[src/design/pss_defs.vh]
// pss_defs.vh: offsets, field positions, reset values and timing counts
// assumes: included by bare name from the power stage config bank
`ifndef PSS_DEFS_VH
`define PSS_DEFS_VH

`define PSS_CMD_USER_FEATURE   8'hD1
`define PSS_CMD_CURRENT_SHARE  8'hD2

`define PSS_UFS_RESET          16'h2011
`define PSS_CSS_RESET          16'h0000
// bits 12,10,7,4,3 always written as zero (bit 4 is one after reset), standby keeps both bits
`define PSS_UFS_WMASK          16'hEB67
// share id limited to 5 bits, bit 1 reserved
`define PSS_CSS_WMASK          16'h1FFD

`define PSS_UFS_MIN_DUTY_HI    15
`define PSS_UFS_MIN_DUTY_LO    14
`define PSS_UFS_MIN_DUTY_EN    13
`define PSS_UFS_SYNC_TMO_EN    11
`define PSS_UFS_FF_BYPASS      9
`define PSS_UFS_FAULT_SPREAD   8
`define PSS_UFS_SYNC_USE_EXT   6
`define PSS_UFS_SYNC_OUT_EN    5
`define PSS_UFS_LS_ON_OFF      2
`define PSS_UFS_STBY_HI        1
`define PSS_UFS_STBY_LO        0

`define PSS_CSS_ID_HI          12
`define PSS_CSS_ID_LO          8
`define PSS_CSS_CNT_HI         7
`define PSS_CSS_CNT_LO         5
`define PSS_CSS_POS_HI         4
`define PSS_CSS_POS_LO         2
`define PSS_CSS_MEMBER         0

`define PSS_STBY_LOW_POWER     2'h0
`define PSS_STBY_MON_CONT      2'h1
`define PSS_STBY_RESERVED      2'h2
`define PSS_STBY_MON_PULSED    2'h3

`define PSS_CLK_HZ             20000000
`define PSS_SYNC_TMO_MS        500
`define PSS_SYNC_TMO_CYC       ((`PSS_CLK_HZ / 1000) * `PSS_SYNC_TMO_MS)
`define PSS_ACT_WIN_CYC        64

`endif

[src/design/pss_config_bank.v]
// pss_config_bank.v: user feature and current share setup registers with the
// behaviour they steer (min duty clamp, switch clock pin, fault spreading,
// disabled-state drive and standby monitoring, share rail membership).
// assumes: a protocol engine on clk delivers the command code and data bytes;
// the switch clock pin arrives asynchronously and is synchronised here.
`timescale 1ns/1ps
`include "pss_defs.vh"

module pss_config_bank #(
    parameter SYNC_TMO_CYC = `PSS_SYNC_TMO_CYC,
    parameter ACT_WIN_CYC  = `PSS_ACT_WIN_CYC
) (
    input  wire        clk,
    input  wire        srst,
    input  wire        cmd_valid,
    input  wire [7:0]  cmd_code,
    input  wire        wr_valid,
    input  wire [7:0]  wr_byte,
    input  wire        rd_req,
    output wire        cmd_hit,
    output reg  [7:0]  rd_byte,
    output reg         rd_valid,
    input  wire        dev_enabled,
    input  wire        ramp_active,
    input  wire [7:0]  duty_req,
    output reg  [7:0]  duty_out,
    output reg         ff_correct_en,
    input  wire        seq_enabled,
    input  wire        ext_fault,
    input  wire        ext_fault_in_group,
    output reg         shutdown_now,
    output reg         seq_down_req,
    input  wire        freq_from_pin,
    input  wire        int_sw_clk,
    input  wire        sync_pin_in,
    output reg         sync_pin_out,
    output reg         sync_pin_oe_n,
    output reg         use_ext_clk,
    output reg         low_side_on,
    output reg         low_power_mode,
    output reg         monitor_cont,
    output reg         monitor_pulsed,
    output reg         telemetry_avail,
    input  wire [4:0]  bus_id,
    output reg         share_member,
    output reg  [2:0]  share_count_m1,
    output reg  [2:0]  share_position,
    output reg         share_id_mismatch
);

    localparam CW = 24;
    localparam [31:0]   TMO_LAST_W = SYNC_TMO_CYC - 1;
    localparam [31:0]   WIN_LAST_W = ACT_WIN_CYC - 1;
    // counts fit in CW bits, cut on purpose
    localparam [CW-1:0] TMO_LAST   = TMO_LAST_W[CW-1:0];
    localparam [CW-1:0] WIN_LAST   = WIN_LAST_W[CW-1:0];

    reg  [15:0]   user_feature_setup_ff;
    reg  [15:0]   current_share_setup_ff;
    reg  [7:0]    code_ff;
    reg  [1:0]    idx_ff;
    reg  [7:0]    low_ff;
    reg  [CW-1:0] tmo_cnt_ff;
    reg           sync_run_ff;
    reg           sync_m1_ff;
    reg           sync_m2_ff;
    reg           sync_m3_ff;
    reg           sync_lvl_ff;
    reg  [CW-1:0] act_cnt_ff;
    reg           pin_active_ff;

    reg  [15:0]   nxt_ufs;
    reg  [15:0]   nxt_css;
    reg  [15:0]   rd_word;
    reg  [8:0]    min_duty;

    wire hit_ufs = (code_ff == `PSS_CMD_USER_FEATURE);
    wire hit_css = (code_ff == `PSS_CMD_CURRENT_SHARE);
    wire [1:0] stby = user_feature_setup_ff[`PSS_UFS_STBY_HI:`PSS_UFS_STBY_LO];
    wire [1:0] n_dty = user_feature_setup_ff[`PSS_UFS_MIN_DUTY_HI:`PSS_UFS_MIN_DUTY_LO];

    assign cmd_hit = hit_ufs | hit_css;

    // word assembly, low byte first, commit on second byte
    always @* begin
        nxt_ufs = user_feature_setup_ff;
        nxt_css = current_share_setup_ff;
        if (wr_valid && !cmd_valid && idx_ff == 2'h1) begin
            if (hit_ufs) begin
                nxt_ufs = {wr_byte, low_ff} & `PSS_UFS_WMASK;
            end
            if (hit_css) begin
                nxt_css = {wr_byte, low_ff} & `PSS_CSS_WMASK;
            end
        end
    end

    always @* begin
        rd_word = 16'h0000;
        if (hit_ufs) begin
            rd_word = user_feature_setup_ff;
        end else if (hit_css) begin
            rd_word = current_share_setup_ff;
        end
    end

    always @(posedge clk) begin
        if (srst) begin
            user_feature_setup_ff  <= `PSS_UFS_RESET;
            current_share_setup_ff <= `PSS_CSS_RESET;
            code_ff  <= 8'h00;
            idx_ff   <= 2'h0;
            low_ff   <= 8'h00;
            rd_byte  <= 8'h00;
            rd_valid <= 1'b0;
        end else begin
            user_feature_setup_ff  <= nxt_ufs;
            current_share_setup_ff <= nxt_css;
            rd_valid <= 1'b0;
            if (cmd_valid) begin
                code_ff <= cmd_code;
                idx_ff  <= 2'h0;
            end else if (wr_valid) begin
                if (idx_ff == 2'h0) begin
                    low_ff <= wr_byte;
                end
                if (idx_ff != 2'h2) begin
                    idx_ff <= idx_ff + 2'h1;
                end
            end else if (rd_req) begin
                rd_valid <= 1'b1;
                // low byte then high byte, zero beyond the word
                case (idx_ff)
                    2'h0:    rd_byte <= rd_word[7:0];
                    2'h1:    rd_byte <= rd_word[15:8];
                    default: rd_byte <= 8'h00;
                endcase
                if (idx_ff != 2'h2) begin
                    idx_ff <= idx_ff + 2'h1;
                end
            end
        end
    end

    // switch clock pin: three stage synchroniser, change on 2nd/3rd agree
    always @(posedge clk) begin
        if (srst) begin
            sync_m1_ff  <= 1'b0;
            sync_m2_ff  <= 1'b0;
            sync_m3_ff  <= 1'b0;
            sync_lvl_ff <= 1'b0;
        end else begin
            sync_m1_ff <= sync_pin_in;
            sync_m2_ff <= sync_m1_ff;
            sync_m3_ff <= sync_m2_ff;
            if (sync_m2_ff == sync_m3_ff) begin
                sync_lvl_ff <= sync_m3_ff;
            end
        end
    end

    // pin activity: an edge seen within the last window
    always @(posedge clk) begin
        if (srst) begin
            act_cnt_ff    <= {CW{1'b0}};
            pin_active_ff <= 1'b0;
        end else if (sync_m2_ff == sync_m3_ff && sync_m3_ff != sync_lvl_ff) begin
            act_cnt_ff    <= {CW{1'b0}};
            pin_active_ff <= 1'b1;
        end else if (act_cnt_ff == WIN_LAST) begin
            pin_active_ff <= 1'b0;
        end else begin
            act_cnt_ff <= act_cnt_ff + {{(CW-1){1'b0}}, 1'b1};
        end
    end

    // switch clock output timeout after disable
    always @(posedge clk) begin
        if (srst) begin
            tmo_cnt_ff  <= {CW{1'b0}};
            sync_run_ff <= 1'b1;
        end else if (dev_enabled || !user_feature_setup_ff[`PSS_UFS_SYNC_TMO_EN]) begin
            tmo_cnt_ff  <= {CW{1'b0}};
            sync_run_ff <= 1'b1;
        end else if (tmo_cnt_ff == TMO_LAST) begin
            sync_run_ff <= 1'b0;
        end else begin
            tmo_cnt_ff <= tmo_cnt_ff + {{(CW-1){1'b0}}, 1'b1};
        end
    end

    always @* begin
        min_duty = {7'h00, n_dty} + 9'h001;
    end

    // steered behaviour, registered
    always @(posedge clk) begin
        if (srst) begin
            duty_out          <= 8'h00;
            ff_correct_en     <= 1'b0;
            shutdown_now      <= 1'b0;
            seq_down_req      <= 1'b0;
            use_ext_clk       <= 1'b0;
            sync_pin_out      <= 1'b0;
            sync_pin_oe_n     <= 1'b1;
            low_side_on       <= 1'b0;
            low_power_mode    <= 1'b0;
            monitor_cont      <= 1'b0;
            monitor_pulsed    <= 1'b0;
            telemetry_avail   <= 1'b0;
            share_member      <= 1'b0;
            share_count_m1    <= 3'h0;
            share_position    <= 3'h0;
            share_id_mismatch <= 1'b0;
        end else begin
            if (ramp_active && user_feature_setup_ff[`PSS_UFS_MIN_DUTY_EN]
                && {1'b0, duty_req} < min_duty) begin
                duty_out <= min_duty[7:0];
            end else begin
                duty_out <= duty_req;
            end
            ff_correct_en <= !user_feature_setup_ff[`PSS_UFS_FF_BYPASS];
            shutdown_now <= ext_fault && ext_fault_in_group
                            && user_feature_setup_ff[`PSS_UFS_FAULT_SPREAD];
            seq_down_req <= ext_fault && seq_enabled
                            && !user_feature_setup_ff[`PSS_UFS_FAULT_SPREAD];
            use_ext_clk <= user_feature_setup_ff[`PSS_UFS_SYNC_USE_EXT]
                           || (freq_from_pin && pin_active_ff);
            sync_pin_out <= int_sw_clk;
            sync_pin_oe_n <= !(user_feature_setup_ff[`PSS_UFS_SYNC_OUT_EN]
                               && !use_ext_clk && sync_run_ff);
            low_side_on <= !dev_enabled
                           && user_feature_setup_ff[`PSS_UFS_LS_ON_OFF];
            low_power_mode  <= 1'b0;
            monitor_cont    <= 1'b0;
            monitor_pulsed  <= 1'b0;
            telemetry_avail <= dev_enabled;
            if (!dev_enabled) begin
                case (stby)
                    `PSS_STBY_MON_CONT: begin
                        monitor_cont    <= 1'b1;
                        telemetry_avail <= 1'b1;
                    end
                    `PSS_STBY_MON_PULSED: begin
                        monitor_pulsed  <= 1'b1;
                        telemetry_avail <= 1'b1;
                    end
                    default: begin
                        low_power_mode  <= 1'b1;
                        telemetry_avail <= 1'b0;
                    end
                endcase
            end
            share_member   <= current_share_setup_ff[`PSS_CSS_MEMBER];
            share_count_m1 <= current_share_setup_ff[`PSS_CSS_CNT_HI:`PSS_CSS_CNT_LO];
            share_position <= current_share_setup_ff[`PSS_CSS_POS_HI:`PSS_CSS_POS_LO];
            share_id_mismatch <= current_share_setup_ff[`PSS_CSS_MEMBER] &&
                (current_share_setup_ff[`PSS_CSS_ID_HI:`PSS_CSS_ID_LO] != bus_id);
        end
    end

endmodule // pss_config_bank

[config.mk]
export PLATFORM = sky130hd
export DESIGN_NAME = pss_config_bank
export DESIGN_NICKNAME = d
export VERILOG_FILES = /design/src/design/pss_config_bank.v
export VERILOG_INCLUDE_DIRS = /design/src /design/src/design
export SDC_FILE = /design/constraint.sdc
export NUM_CORES = 1
export LEC_CHECK = 0
export CAP_MARGIN = 20
export CORE_MARGIN = 2
export CORE_UTILIZATION = 55
export CTS_CLUSTER_DIAMETER = 100
export DETAILED_ROUTE_END_ITERATION = 10
export DONT_BUFFER_PORTS = 1
export PLACE_DENSITY = 0.8
export SLEW_MARGIN = 40
export SYNTH_ARGS = -nofsm -noshare
export SYNTH_HDL_FRONTEND = slang
export SYNTH_SLANG_ARGS = --single-unit
[constraint.sdc]
create_clock -name clk -period 1.8 [get_ports clk]
set_input_delay 0 -clock clk [delete_from_list [all_inputs] [get_ports clk]]
set_output_delay 0 -clock clk [all_outputs]
set_load 0.01 [all_outputs]
== Word-level counts from Yosys, hierarchy flattened ==
Cells that the tools add are included.

* Bits in registers: 132
* Input bits: 42
* Output and inout bits: 37
* Logic and storage cells: 101

* $add $sub $neg: 4
* Magnitude comparators: 1
* Eq/ne operators: 11
* Muxes and demuxes: 15
* Bitwise gates (word level): 3
* Reductions and logical operators: 36

{| class="wikitable"
|+ Operators with widths
! cell !! number
|-
| $add 24x1->24 const B || 2
|-
| $eq 24x24->1 const B || 1
|-
| $eq 24x6->1 const B || 1
|-
| $eq 8x8->1 const B || 2
|-
| $mux 16 || 1
|-
| $pmux 8 s2 || 1
|-
| $logic_and 1x1->1 || 14
|-
| $mux 13 || 1
|-
| $reduce_or 2->1 || 5
|-
| $lt 8x3->1 || 1
|-
| $mux 1 || 8
|-
| $mux 8 || 1
|-
| $logic_not 1->1 || 7
|-
| $mux 2 || 3
|-
| $reduce_and 3->1 || 2
|-
| $ne 5x5->1 || 1
|-
| $eq 2x1->1 const B || 2
|-
| $reduce_and 2->1 || 2
|-
| $reduce_bool 2->1 || 2
|-
| $add 2x1->3 const B || 1
|-
| $reduce_or 3->1 || 1
|-
| $add 2x1->2 const B || 1
|-
| $eq 2x2->1 const B || 1
|-
| $logic_not 2->1 || 1
|-
| 6 further kinds || 8
|}

== Logic depth before layout (Yosys ltp) ==
Gate-level depths: netlist (run 1).

* Word-level depth: 4
* Mapped depth: 8
* Gate-level depth less buffers: 8

== Worst setup path before layout (run 1) ==
OpenSTA, ideal clock, no wires.

* Path kind: register to register
* Start point: register user_feature_setup_ff[14]
* End point: register duty_out[0]
* Setup time: 0.070 ns
* Data arrival time: 1.680 ns
* Data required time: 1.730 ns
* Path slack: 0.050 ns
* Stages on the path, launching flop included: 9
* Path buffers: 0
* Period minus slack after synthesis: 1.750 ns
* Cell sequence: dfxtp_1 > ha_1 > inv_1 > ha_1 > o21a_1 > o21ai_0 > nand3_1 > or2_2 > a21oi_1

* Longest elaborated chain between the ends: 4

{| class="wikitable"
|+ RTL lines
! what !! RTL line !! source
|-
| start: declaration || pss_config_bank.v:58 || <nowiki>reg [15:0] user_feature_setup_ff;</nowiki>
|-
| start signal: assignment || pss_config_bank.v:109 || <nowiki>user_feature_setup_ff <= `PSS_UFS_RESET;</nowiki>
|-
| start signal: assignment || pss_config_bank.v:117 || <nowiki>user_feature_setup_ff <= nxt_ufs;</nowiki>
|-
| $add 2x1->3 (*) || pss_config_bank.v:193 || <nowiki>min_duty = {7'h00, n_dty} + 9'h001;</nowiki>
|-
| $lt 8x3->1 || pss_config_bank.v:217 || <nowiki>&& {1'b0, duty_req} < min_duty) begin</nowiki>
|-
| $logic_and 1x1->1 || pss_config_bank.v:216 || <nowiki>if (ramp_active && user_feature_setup_ff[`PSS_UFS_MIN_DUTY_EN]</nowiki>
|-
| $mux 8 (*) || pss_config_bank.v:216 ||
|-
| end signal: assignment || pss_config_bank.v:218 || <nowiki>duty_out <= min_duty[7:0];</nowiki>
|-
| end signal: assignment || pss_config_bank.v:220 || <nowiki>duty_out <= duty_req;</nowiki>
|-
| end: declaration || pss_config_bank.v:26 || <nowiki>output reg [7:0] duty_out,</nowiki>
|}

Every way passes the cells marked *; elsewhere a longest branch is shown, timed or not.
A chain may end at the register's enable or synchronous reset.

== Worst setup path in the final report (run 1) ==
* Start point: register user_feature_setup_ff[15]
* End point: register duty_out[0]

* Longest elaborated chain between the ends: 4

{| class="wikitable"
|+ RTL lines
! what !! RTL line
|-
| $add 2x1->3 || pss_config_bank.v:193
|-
| $lt 8x3->1 || pss_config_bank.v:217
|-
| $logic_and 1x1->1 || pss_config_bank.v:216
|-
| $mux 8 || pss_config_bank.v:216
|}

Every way passes these cells.

==> run_results.csv, run 1 <==
group,metric,value,unit
power_and_ir_drop,pwr-share-seq,47.0,%
finish,num_antenna_cells,0,
finish,fin_cells,785,
clock_tree,cts_buffers,17,
clock_tree,htree_levels,4,
clock_tree,tritoncts,"done",
grt,grt_pass1_vias,4344,
timing,fmax,562,MHz
timing,setup_violations,0,
worst_setup_path,rr_worst_depth,8,
timing,finalCriticalPeriod,1.78,ns
synthesis,synth_edf_count,0,
placement,dp_hpwl,7860,um
grt,gr-total-overflow,0,
worst_setup_path,cp_cell_sequence,"ha_4 > inv_2 > ha_4 > o21a_1 > o21ai_1 > nand3_1 > or2_2 > a21oi_1",
power_and_ir_drop,combPwrFrac,4.5,%
floorplan,dieArea,0.0107,mm^2
finish,nNetsFinal,690,
finish,multiInputGateArea,0.00264,mm^2
worst_setup_path,worst-path-max-fanout,2,
finish,layout_commonest_cell,"dfxtp_1",
power_and_ir_drop,p_int,0.00496,W
synthesis,synth-seq-area-share,48.8,%
worst_setup_path,worstSetupPathType,"reg2reg",
synthesis,synthCells,584,
worst_setup_path,critPathLaunchType,"flop",
finish,area_delta_synth_final,23.0,%
clock_tree,clockBufferDepth,2,
route,vias,4467,
grt,grt_pass1_wl,20300,um
clock_tree,path_clk_slew,0.06,ns
timing,rsz0062_at_grt,"yes",
timing,relSlewSlack,57.5,%
timing,final-hold-violation-count,0,
synthesis,ys.flop_type,"dfxtp_1",
power_and_ir_drop,p_sw_share,22.6,%
worst_setup_path,r2r_slack,0.02,ns
synthesis,yosysTopAreaCellShare,48.8,%
synthesis,ys_warn_count,0,
grt,grt_max_degree,80,
floorplan,start_util,56.0,%
hold_path,min_path_type,"in2reg",
finish,final_layout_size_suffix_gt1_share,11.7,%
floorplan,pin_count,79,
power_and_ir_drop,p_sw,0.00144,W
timing,fin_crit_sh,98.9,%
worst_setup_path,cp-startpoint,"user_feature_setup_ff[15]",
route,vias_per_cell,5.69,
route,first_pass_iters,5,
route,drc_errors,0,
timing,skew,0.0100,ns
timing,tightestPinTransition,0.635,ns
power_and_ir_drop,powerDensity,960,mW/mm^2
run,drv_cap,0,
route,drt-initial-drc-count,293,
synthesis,synth_area_leader_cell,"dfxtp_1",
clock_tree,cts_root_buf,"clkbuf_8",
worst_setup_path,cp_common_cell,"ha_4",
power_and_ir_drop,power,0.00640,W
outcome,status,"completed",
power_and_ir_drop,ir_worst_vdd,0.000665,V
placement,io_buffers,0,
finish,final_cell_mix,"dfxtp_1 (129), nor2_1 (97), dlygate4sd3_1 (44)",
power_and_ir_drop,leakage,2.59,nW
worst_setup_path,r2r_end,"duty_out[0]",
worst_setup_path,max_stage_delay,0.34,ns
floorplan,die_w,103,um
route,wl,13000,um
floorplan,rows,36,
worst_setup_path,critPathArrivalTime,2.24,ns
synthesis,ys_types,52,
floorplan,core_area,0.00968,mm^2
worst_setup_path,cp-endpoint,"duty_out[0]",
worst_setup_path,cpMaxStageDelayCell,"dfxtp_2",
synthesis,synth_area,0.00542,mm^2
power_and_ir_drop,clkPwrFrac,48.5,%
worst_setup_path,r2r_start,"user_feature_setup_ff[15]",
grt,grt_usage,24.7,%
grt,antenna_found_initial,0,
synthesis,synth.avg_cell_area,9.28,um^2
worst_setup_path,cp.required,2.25,ns
placement,gp_congestion,0.831,
worst_setup_path,end_kind,"flop",
finish,regArea,0.00265,mm^2
synthesis,syn_nets,634,
clock_tree,clkLatencyLatePin,0.52,ns
finish,nFillCells,705,
route,antenna_left,0,
clock_tree,clkSinkCount,132,
route,wl_per_cell,16.6,um
synthesis,synthArstFlopShare,0,%
floorplan,die_h,103,um
synthesis,synth-seq-cells,132,
placement,place_inst,706,
synthesis,synth.area.top_cells,"dfxtp_1 (49%), nor2_1 (6.8%), mux2i_1 (6.3%), xnor2_1 (4.0%), xor2_1 (2.7%)",
timing,finalMaxSlewViolations,0,
sequential cells by signal (all words and copies together), names as in the netlist, 2 cells and up:
register / cells
current_share_setup_ff: 12
tmo_cnt_ff: 24
duty_out: 8
low_ff: 8
share_count_m1: 3
idx_ff: 2
share_position: 3
user_feature_setup_ff: 12
code_ff: 8
rd_byte: 8
act_cnt_ff: 24
cells by family after synthesis:
kind of cell             after synthesis  synth area share, %
AND/OR/NAND/NOR                      255                 24.2
flip-flops                           132                 48.8
AO/OA/AOI/OAI                         69                 8.45
buffers and inverters                 43                 3.44
XOR/XNOR                              42                 6.79
multiplexers                          35                 6.49
adder cells (fa/ha/maj)                8                 1.85
cell usage after synthesis, types with 4 or more instances:
| master | n |
|---|---|
| xor2_1 | 17 |
| inv_1 | 16 |
| buf_2 | 8 |
| o21ai_0 | 15 |
| nand2_1 | 28 |
| nor4_1 | 8 |
| nor2_1 | 98 |
| nand3_1 | 28 |
| mux2i_1 | 34 |
| a32o_1 | 5 |
| a21oi_1 | 19 |
| and3_1 | 11 |
| nor3_1 | 14 |
| ha_1 | 8 |
| xnor2_1 | 25 |
| nand4_1 | 12 |
| clkbuf_1 | 13 |
| or3_1 | 7 |
| a22oi_1 | 9 |
| dfxtp_1 | 132 |
| a22o_1 | 6 |
| nor2b_1 | 21 |
| and2_1 | 4 |
power groups by stage:
| stage | clock, W | sequential [W] | combinational (W) |
|---|---|---|---|
| after floorplan | 0 | 0.00306 | 0.000147 |
| after global placement | 0 | 0.00307 | 0.000146 |
| after detailed placement | 0 | 0.00307 | 0.000153 |
| after CTS | 0.00313 | 0.00301 | 0.000272 |
| after global routing | 0.00326 | 0.00301 | 0.000309 |
| final | 0.00310 | 0.00301 | 0.000285 |
metal layers:
layer,global-route usage [%],part of all wire [%],wire [um]
met5,0,0,0
met4,11.0,2.3,302
met3,6.79,5.4,703
met2,43.4,53,6860
met1,27.9,40,5180
worst max-delay path: cells and delay by family, from the launching register on:
kind | cells | cell delay [ns]
fa+ha+maj | 2 | 0.49
simple gates | 2 | 0.46
compound gates | 3 | 0.38
flops | 1 | 0.34
buf+inv | 1 | 0.04
per-stage QoR:
| stage | hold slack [ns] | utilization [%] | setup TNS [ns] | worst slack, ns | instance area [um^2] |
|---|---|---|---|---|---|
| floorplan | 0.0711 | - | 0 | 0.0497 | 5420 |
| global placement | 0.0741 | 57.6 | 0 | 0.124 | 5580 |
| detailed placement | 0.0740 | 57.6 | 0 | 0.0294 | 5580 |
| CTS | 0.0776 | 68.0 | 0 | 0.0182 | 6590 |
| global route | 0.0967 | 68.8 | -0.169 | -0.0534 | 6660 |
| finish | 0.0898 | 68.8 | 0 | 0.0196 | 6660 |
worst min path at each step:
stage                start              to  slack [ns]  cells after the start
2_1_floorplan  dev_enabled  low_power_mode        0.07                      1
4_1_cts               srst  low_power_mode        0.08                      2
5_1_grt               srst       idx_ff[1]         0.1                      2
3_3_place_gp   dev_enabled  low_power_mode        0.07                      1
3_5_place_dp   dev_enabled  low_power_mode        0.07                      1
6_report              srst  low_power_mode        0.09                      2
area by class of cell:
type	count	area share (%)
Timing Repair Buffer	64	9.22
Tap cell	133	2.50
Inverter	16	0.901
Clock buffer	18	6.42
Clock inverter	13	1.67
Sequential cell	132	39.7
Multi-Input combinational cell	409	39.6
repair_timing:
action,CTS,global route
setup buffers,0,3
resized for setup,0,16
hold buffers,45,0
endpoints found under the hold margin,110,0
endpoints found under the setup margin,0,23
Note: power is estimated with default switching activity, not from simulation.
==> inputs of run 2 (changes only) <==
--- a/config.mk
+++ b/config.mk
@@ -7,7 +7,6 @@
 export NUM_CORES = 1
 export LEC_CHECK = 0
 export CAP_MARGIN = 20
-export CORE_MARGIN = 2
 export CORE_UTILIZATION = 55
 export CTS_CLUSTER_DIAMETER = 100
 export DETAILED_ROUTE_END_ITERATION = 10
==> constraint.sdc (replaced) <==
create_clock -name clk -period 1.8 [get_ports clk]
set_input_delay 0 -clock clk [delete_from_list [all_inputs] [get_ports clk]]
set_output_delay 0 -clock clk [all_outputs]
set_load 0.1 [all_outputs]
==> run 2 against run 1 <==
Net effect: design area is 5.7% higher; power is 9.6% higher; non-clock buffer count is 35 higher; utilization is 6.4 points higher; combinational power is 54% higher; critical path depth is 4 lower; clock-buffer cell count is 2 higher; critical path type unchanged; wire length is 11% higher; clock power is 15% higher; largest cell class is now multi-input combinational cells; die area is 3.8% lower.
==> run_results.csv, run 2 (synthesis gave the netlist of run 1 again) <==
group,metric,value,unit
clock_tree,tritoncts,"done",
power_and_ir_drop,leakage,2.83,nW
worst_setup_path,cpMaxStageDelayCell,"dlygate4sd3_1",
worst_setup_path,crit_buf_inv,1,
floorplan,core_area,0.00937,mm^2
finish,final_area,0.00705,mm^2
finish,num_antenna_cells,0,
grt,grt_pass1_vias,4787,
grt,antenna_found_initial,0,
worst_setup_path,path_depth,4,
worst_setup_path,worstSetupPathType,"reg2reg",
power_and_ir_drop,ir_worst_vdd,0.000642,V
run,drv_cap,0,
route,first_pass_iters,5,
route,vias_per_cell,5.77,
hold_path,hp-start,"srst",
worst_setup_path,r2r_start,"current_share_setup_ff[12]",
timing,tightestPinTransition,0.670,ns
worst_setup_path,cp-startpoint,"current_share_setup_ff[12]",
hold_path,min_path_cells,2,
route,vias,4715,
worst_setup_path,cp.required,2.21,ns
worst_setup_path,worst-path-max-fanout,3,
worst_setup_path,critPathLaunchType,"flop",
finish,top_regs,"act_cnt_ff x24, tmo_cnt_ff x24",
grt,gr-total-overflow,0,
timing,finalMaxSlewViolations,0,
timing,finalCriticalPeriod,1.79,ns
grt,grt_usage,28.8,%
finish,multiInputGateArea,0.00266,mm^2
placement,dpl_cell_area,0.00584,mm^2
floorplan,die_h,101,um
timing,final-hold-violation-count,0,
clock_tree,clockBufferDepth,2,
placement,dp_hpwl,7920,um
route,wl_per_cell,17.7,um
finish,layout_commonest_cell,"dfxtp_1",
floorplan,dieArea,0.0103,mm^2
route,antenna_left,0,
finish,area_delta_synth_final,30.0,%
clock_tree,htree_levels,4,
timing,fmax,560,MHz
finish,final_layout_size_suffix_gt1_share,16.7,%
timing,setup_ws,0.0137,ns
timing,fin_crit_sh,99.2,%
worst_setup_path,path_delay_family,"buffers and inverters",
hold_path,min_path_type,"in2reg",
placement,dp_slack,0.0237,ns
worst_setup_path,end_kind,"flop",
timing,relSlewSlack,55.2,%
floorplan,pin_count,79,
route,wl,14500,um
grt,grt_pass1_wl,22600,um
timing,setup_violations,0,
clock_tree,cts_buffers,17,
floorplan,die_w,101,um
worst_setup_path,cp_cell_sequence,"xnor2_1 > nand3_1 > dlygate4sd3_1 > o31a_1",
power_and_ir_drop,powerDensity,995,mW/mm^2
worst_setup_path,max_stage_delay,0.57,ns
placement,io_buffers,0,
route,drc_errors,0,
clock_tree,path_clk_slew,0.06,ns
finish,nNetsFinal,725,
worst_setup_path,rr_worst_depth,4,
floorplan,rows,35,
clock_tree,cts_root_buf,"clkbuf_8",
timing,rsz0062_at_grt,"yes",
grt,grt_max_degree,81,
clock_tree,clkLatencyLatePin,0.52,ns
placement,gp_congestion,0.892,
outcome,status,"completed",
finish,final_cell_mix,"dfxtp_1 (128), nor2_1 (97), buf_4 (51)",
floorplan,start_util,57.8,%
clock_tree,clkSinkCount,132,
timing,skew,0.00861,ns
finish,regArea,0.00265,mm^2
route,drt-initial-drc-count,331,
finish,nFillCells,612,
worst_setup_path,critPathArrivalTime,2.20,ns
[run 2: changes by cell type in the layout (fill, tap and decap cells not counted), moves of 2 or more]
cell       previous run  this run
buf_4                18        51
bufinv_16             1         4
clkbuf_1              0         2
clkinv_2              5         2
[run 2: stage by stage]
step           util [%]  instances  hold slack, ns  power [W]  TNS (ns)
2_1_floorplan         -        584          0.0711    0.00332         0
3_3_place_gp       62.3        736          0.0744    0.00335         0
3_5_place_dp       62.3        736          0.0735    0.00336         0
4_1_cts            74.1        814          0.0879    0.00700   -0.0141
5_1_grt            75.2        817           0.123    0.00719    -0.183
6_report           75.2        817           0.125    0.00701         0
[run 2: worst reg2reg max path, cell delays in order (launching register included)]
cell and delay [ns]:
dfxtp_1 0.34, xnor2_1 0.34, nand3_1 0.13, dlygate4sd3_1 0.57, o31a_1 0.30
[run 2: layout make-up]
class,count,share of cell area [%]
inverter,16,0.852
sequential,132,37.6
clock inverter,12,2.54
clock buffer,20,6.18
tap,129,2.29
multi-input combinational,409,37.8
timing repair buffer,99,12.7
[run 2: final timing paths]
path / endpoint / slack [ns]
worst max-delay path: share_id_mismatch / 0.01
worst min register to register: sync_pin_oe_n / 0.43
worst max register to register: share_id_mismatch / 0.01
worst min-delay path: low_power_mode / 0.12
[run 2: routing by layer]
| metal | global-route usage [%] | part of all wire, % | wire (um) |
|---|---|---|---|
| met5 | 0 | 0 | 0 |
| met4 | 17.9 | 4.1 | 593 |
| met3 | 7.18 | 5.7 | 824 |
| met2 | 50.7 | 52 | 7530 |
| met1 | 31.1 | 38 | 5520 |
[run 2: what timing repair did]
action | 4_1_cts | 5_1_grt
gates cloned | 0 | 0
hold buffers | 46 | 0
endpoints found under the hold margin | 109 | 0
setup endpoints to repair | 3 | 18
gates resized for setup | 3 | 22
pin swaps | 0 | 8
setup buffers | 0 | 4
[run 2: report_power, final]
group          total [W]  switching (W)  internal [W]
Combinational   0.000438       0.000282      0.000156
Clock            0.00357        0.00128       0.00229
Sequential       0.00300      0.0000322       0.00297
Total            0.00701        0.00160       0.00541
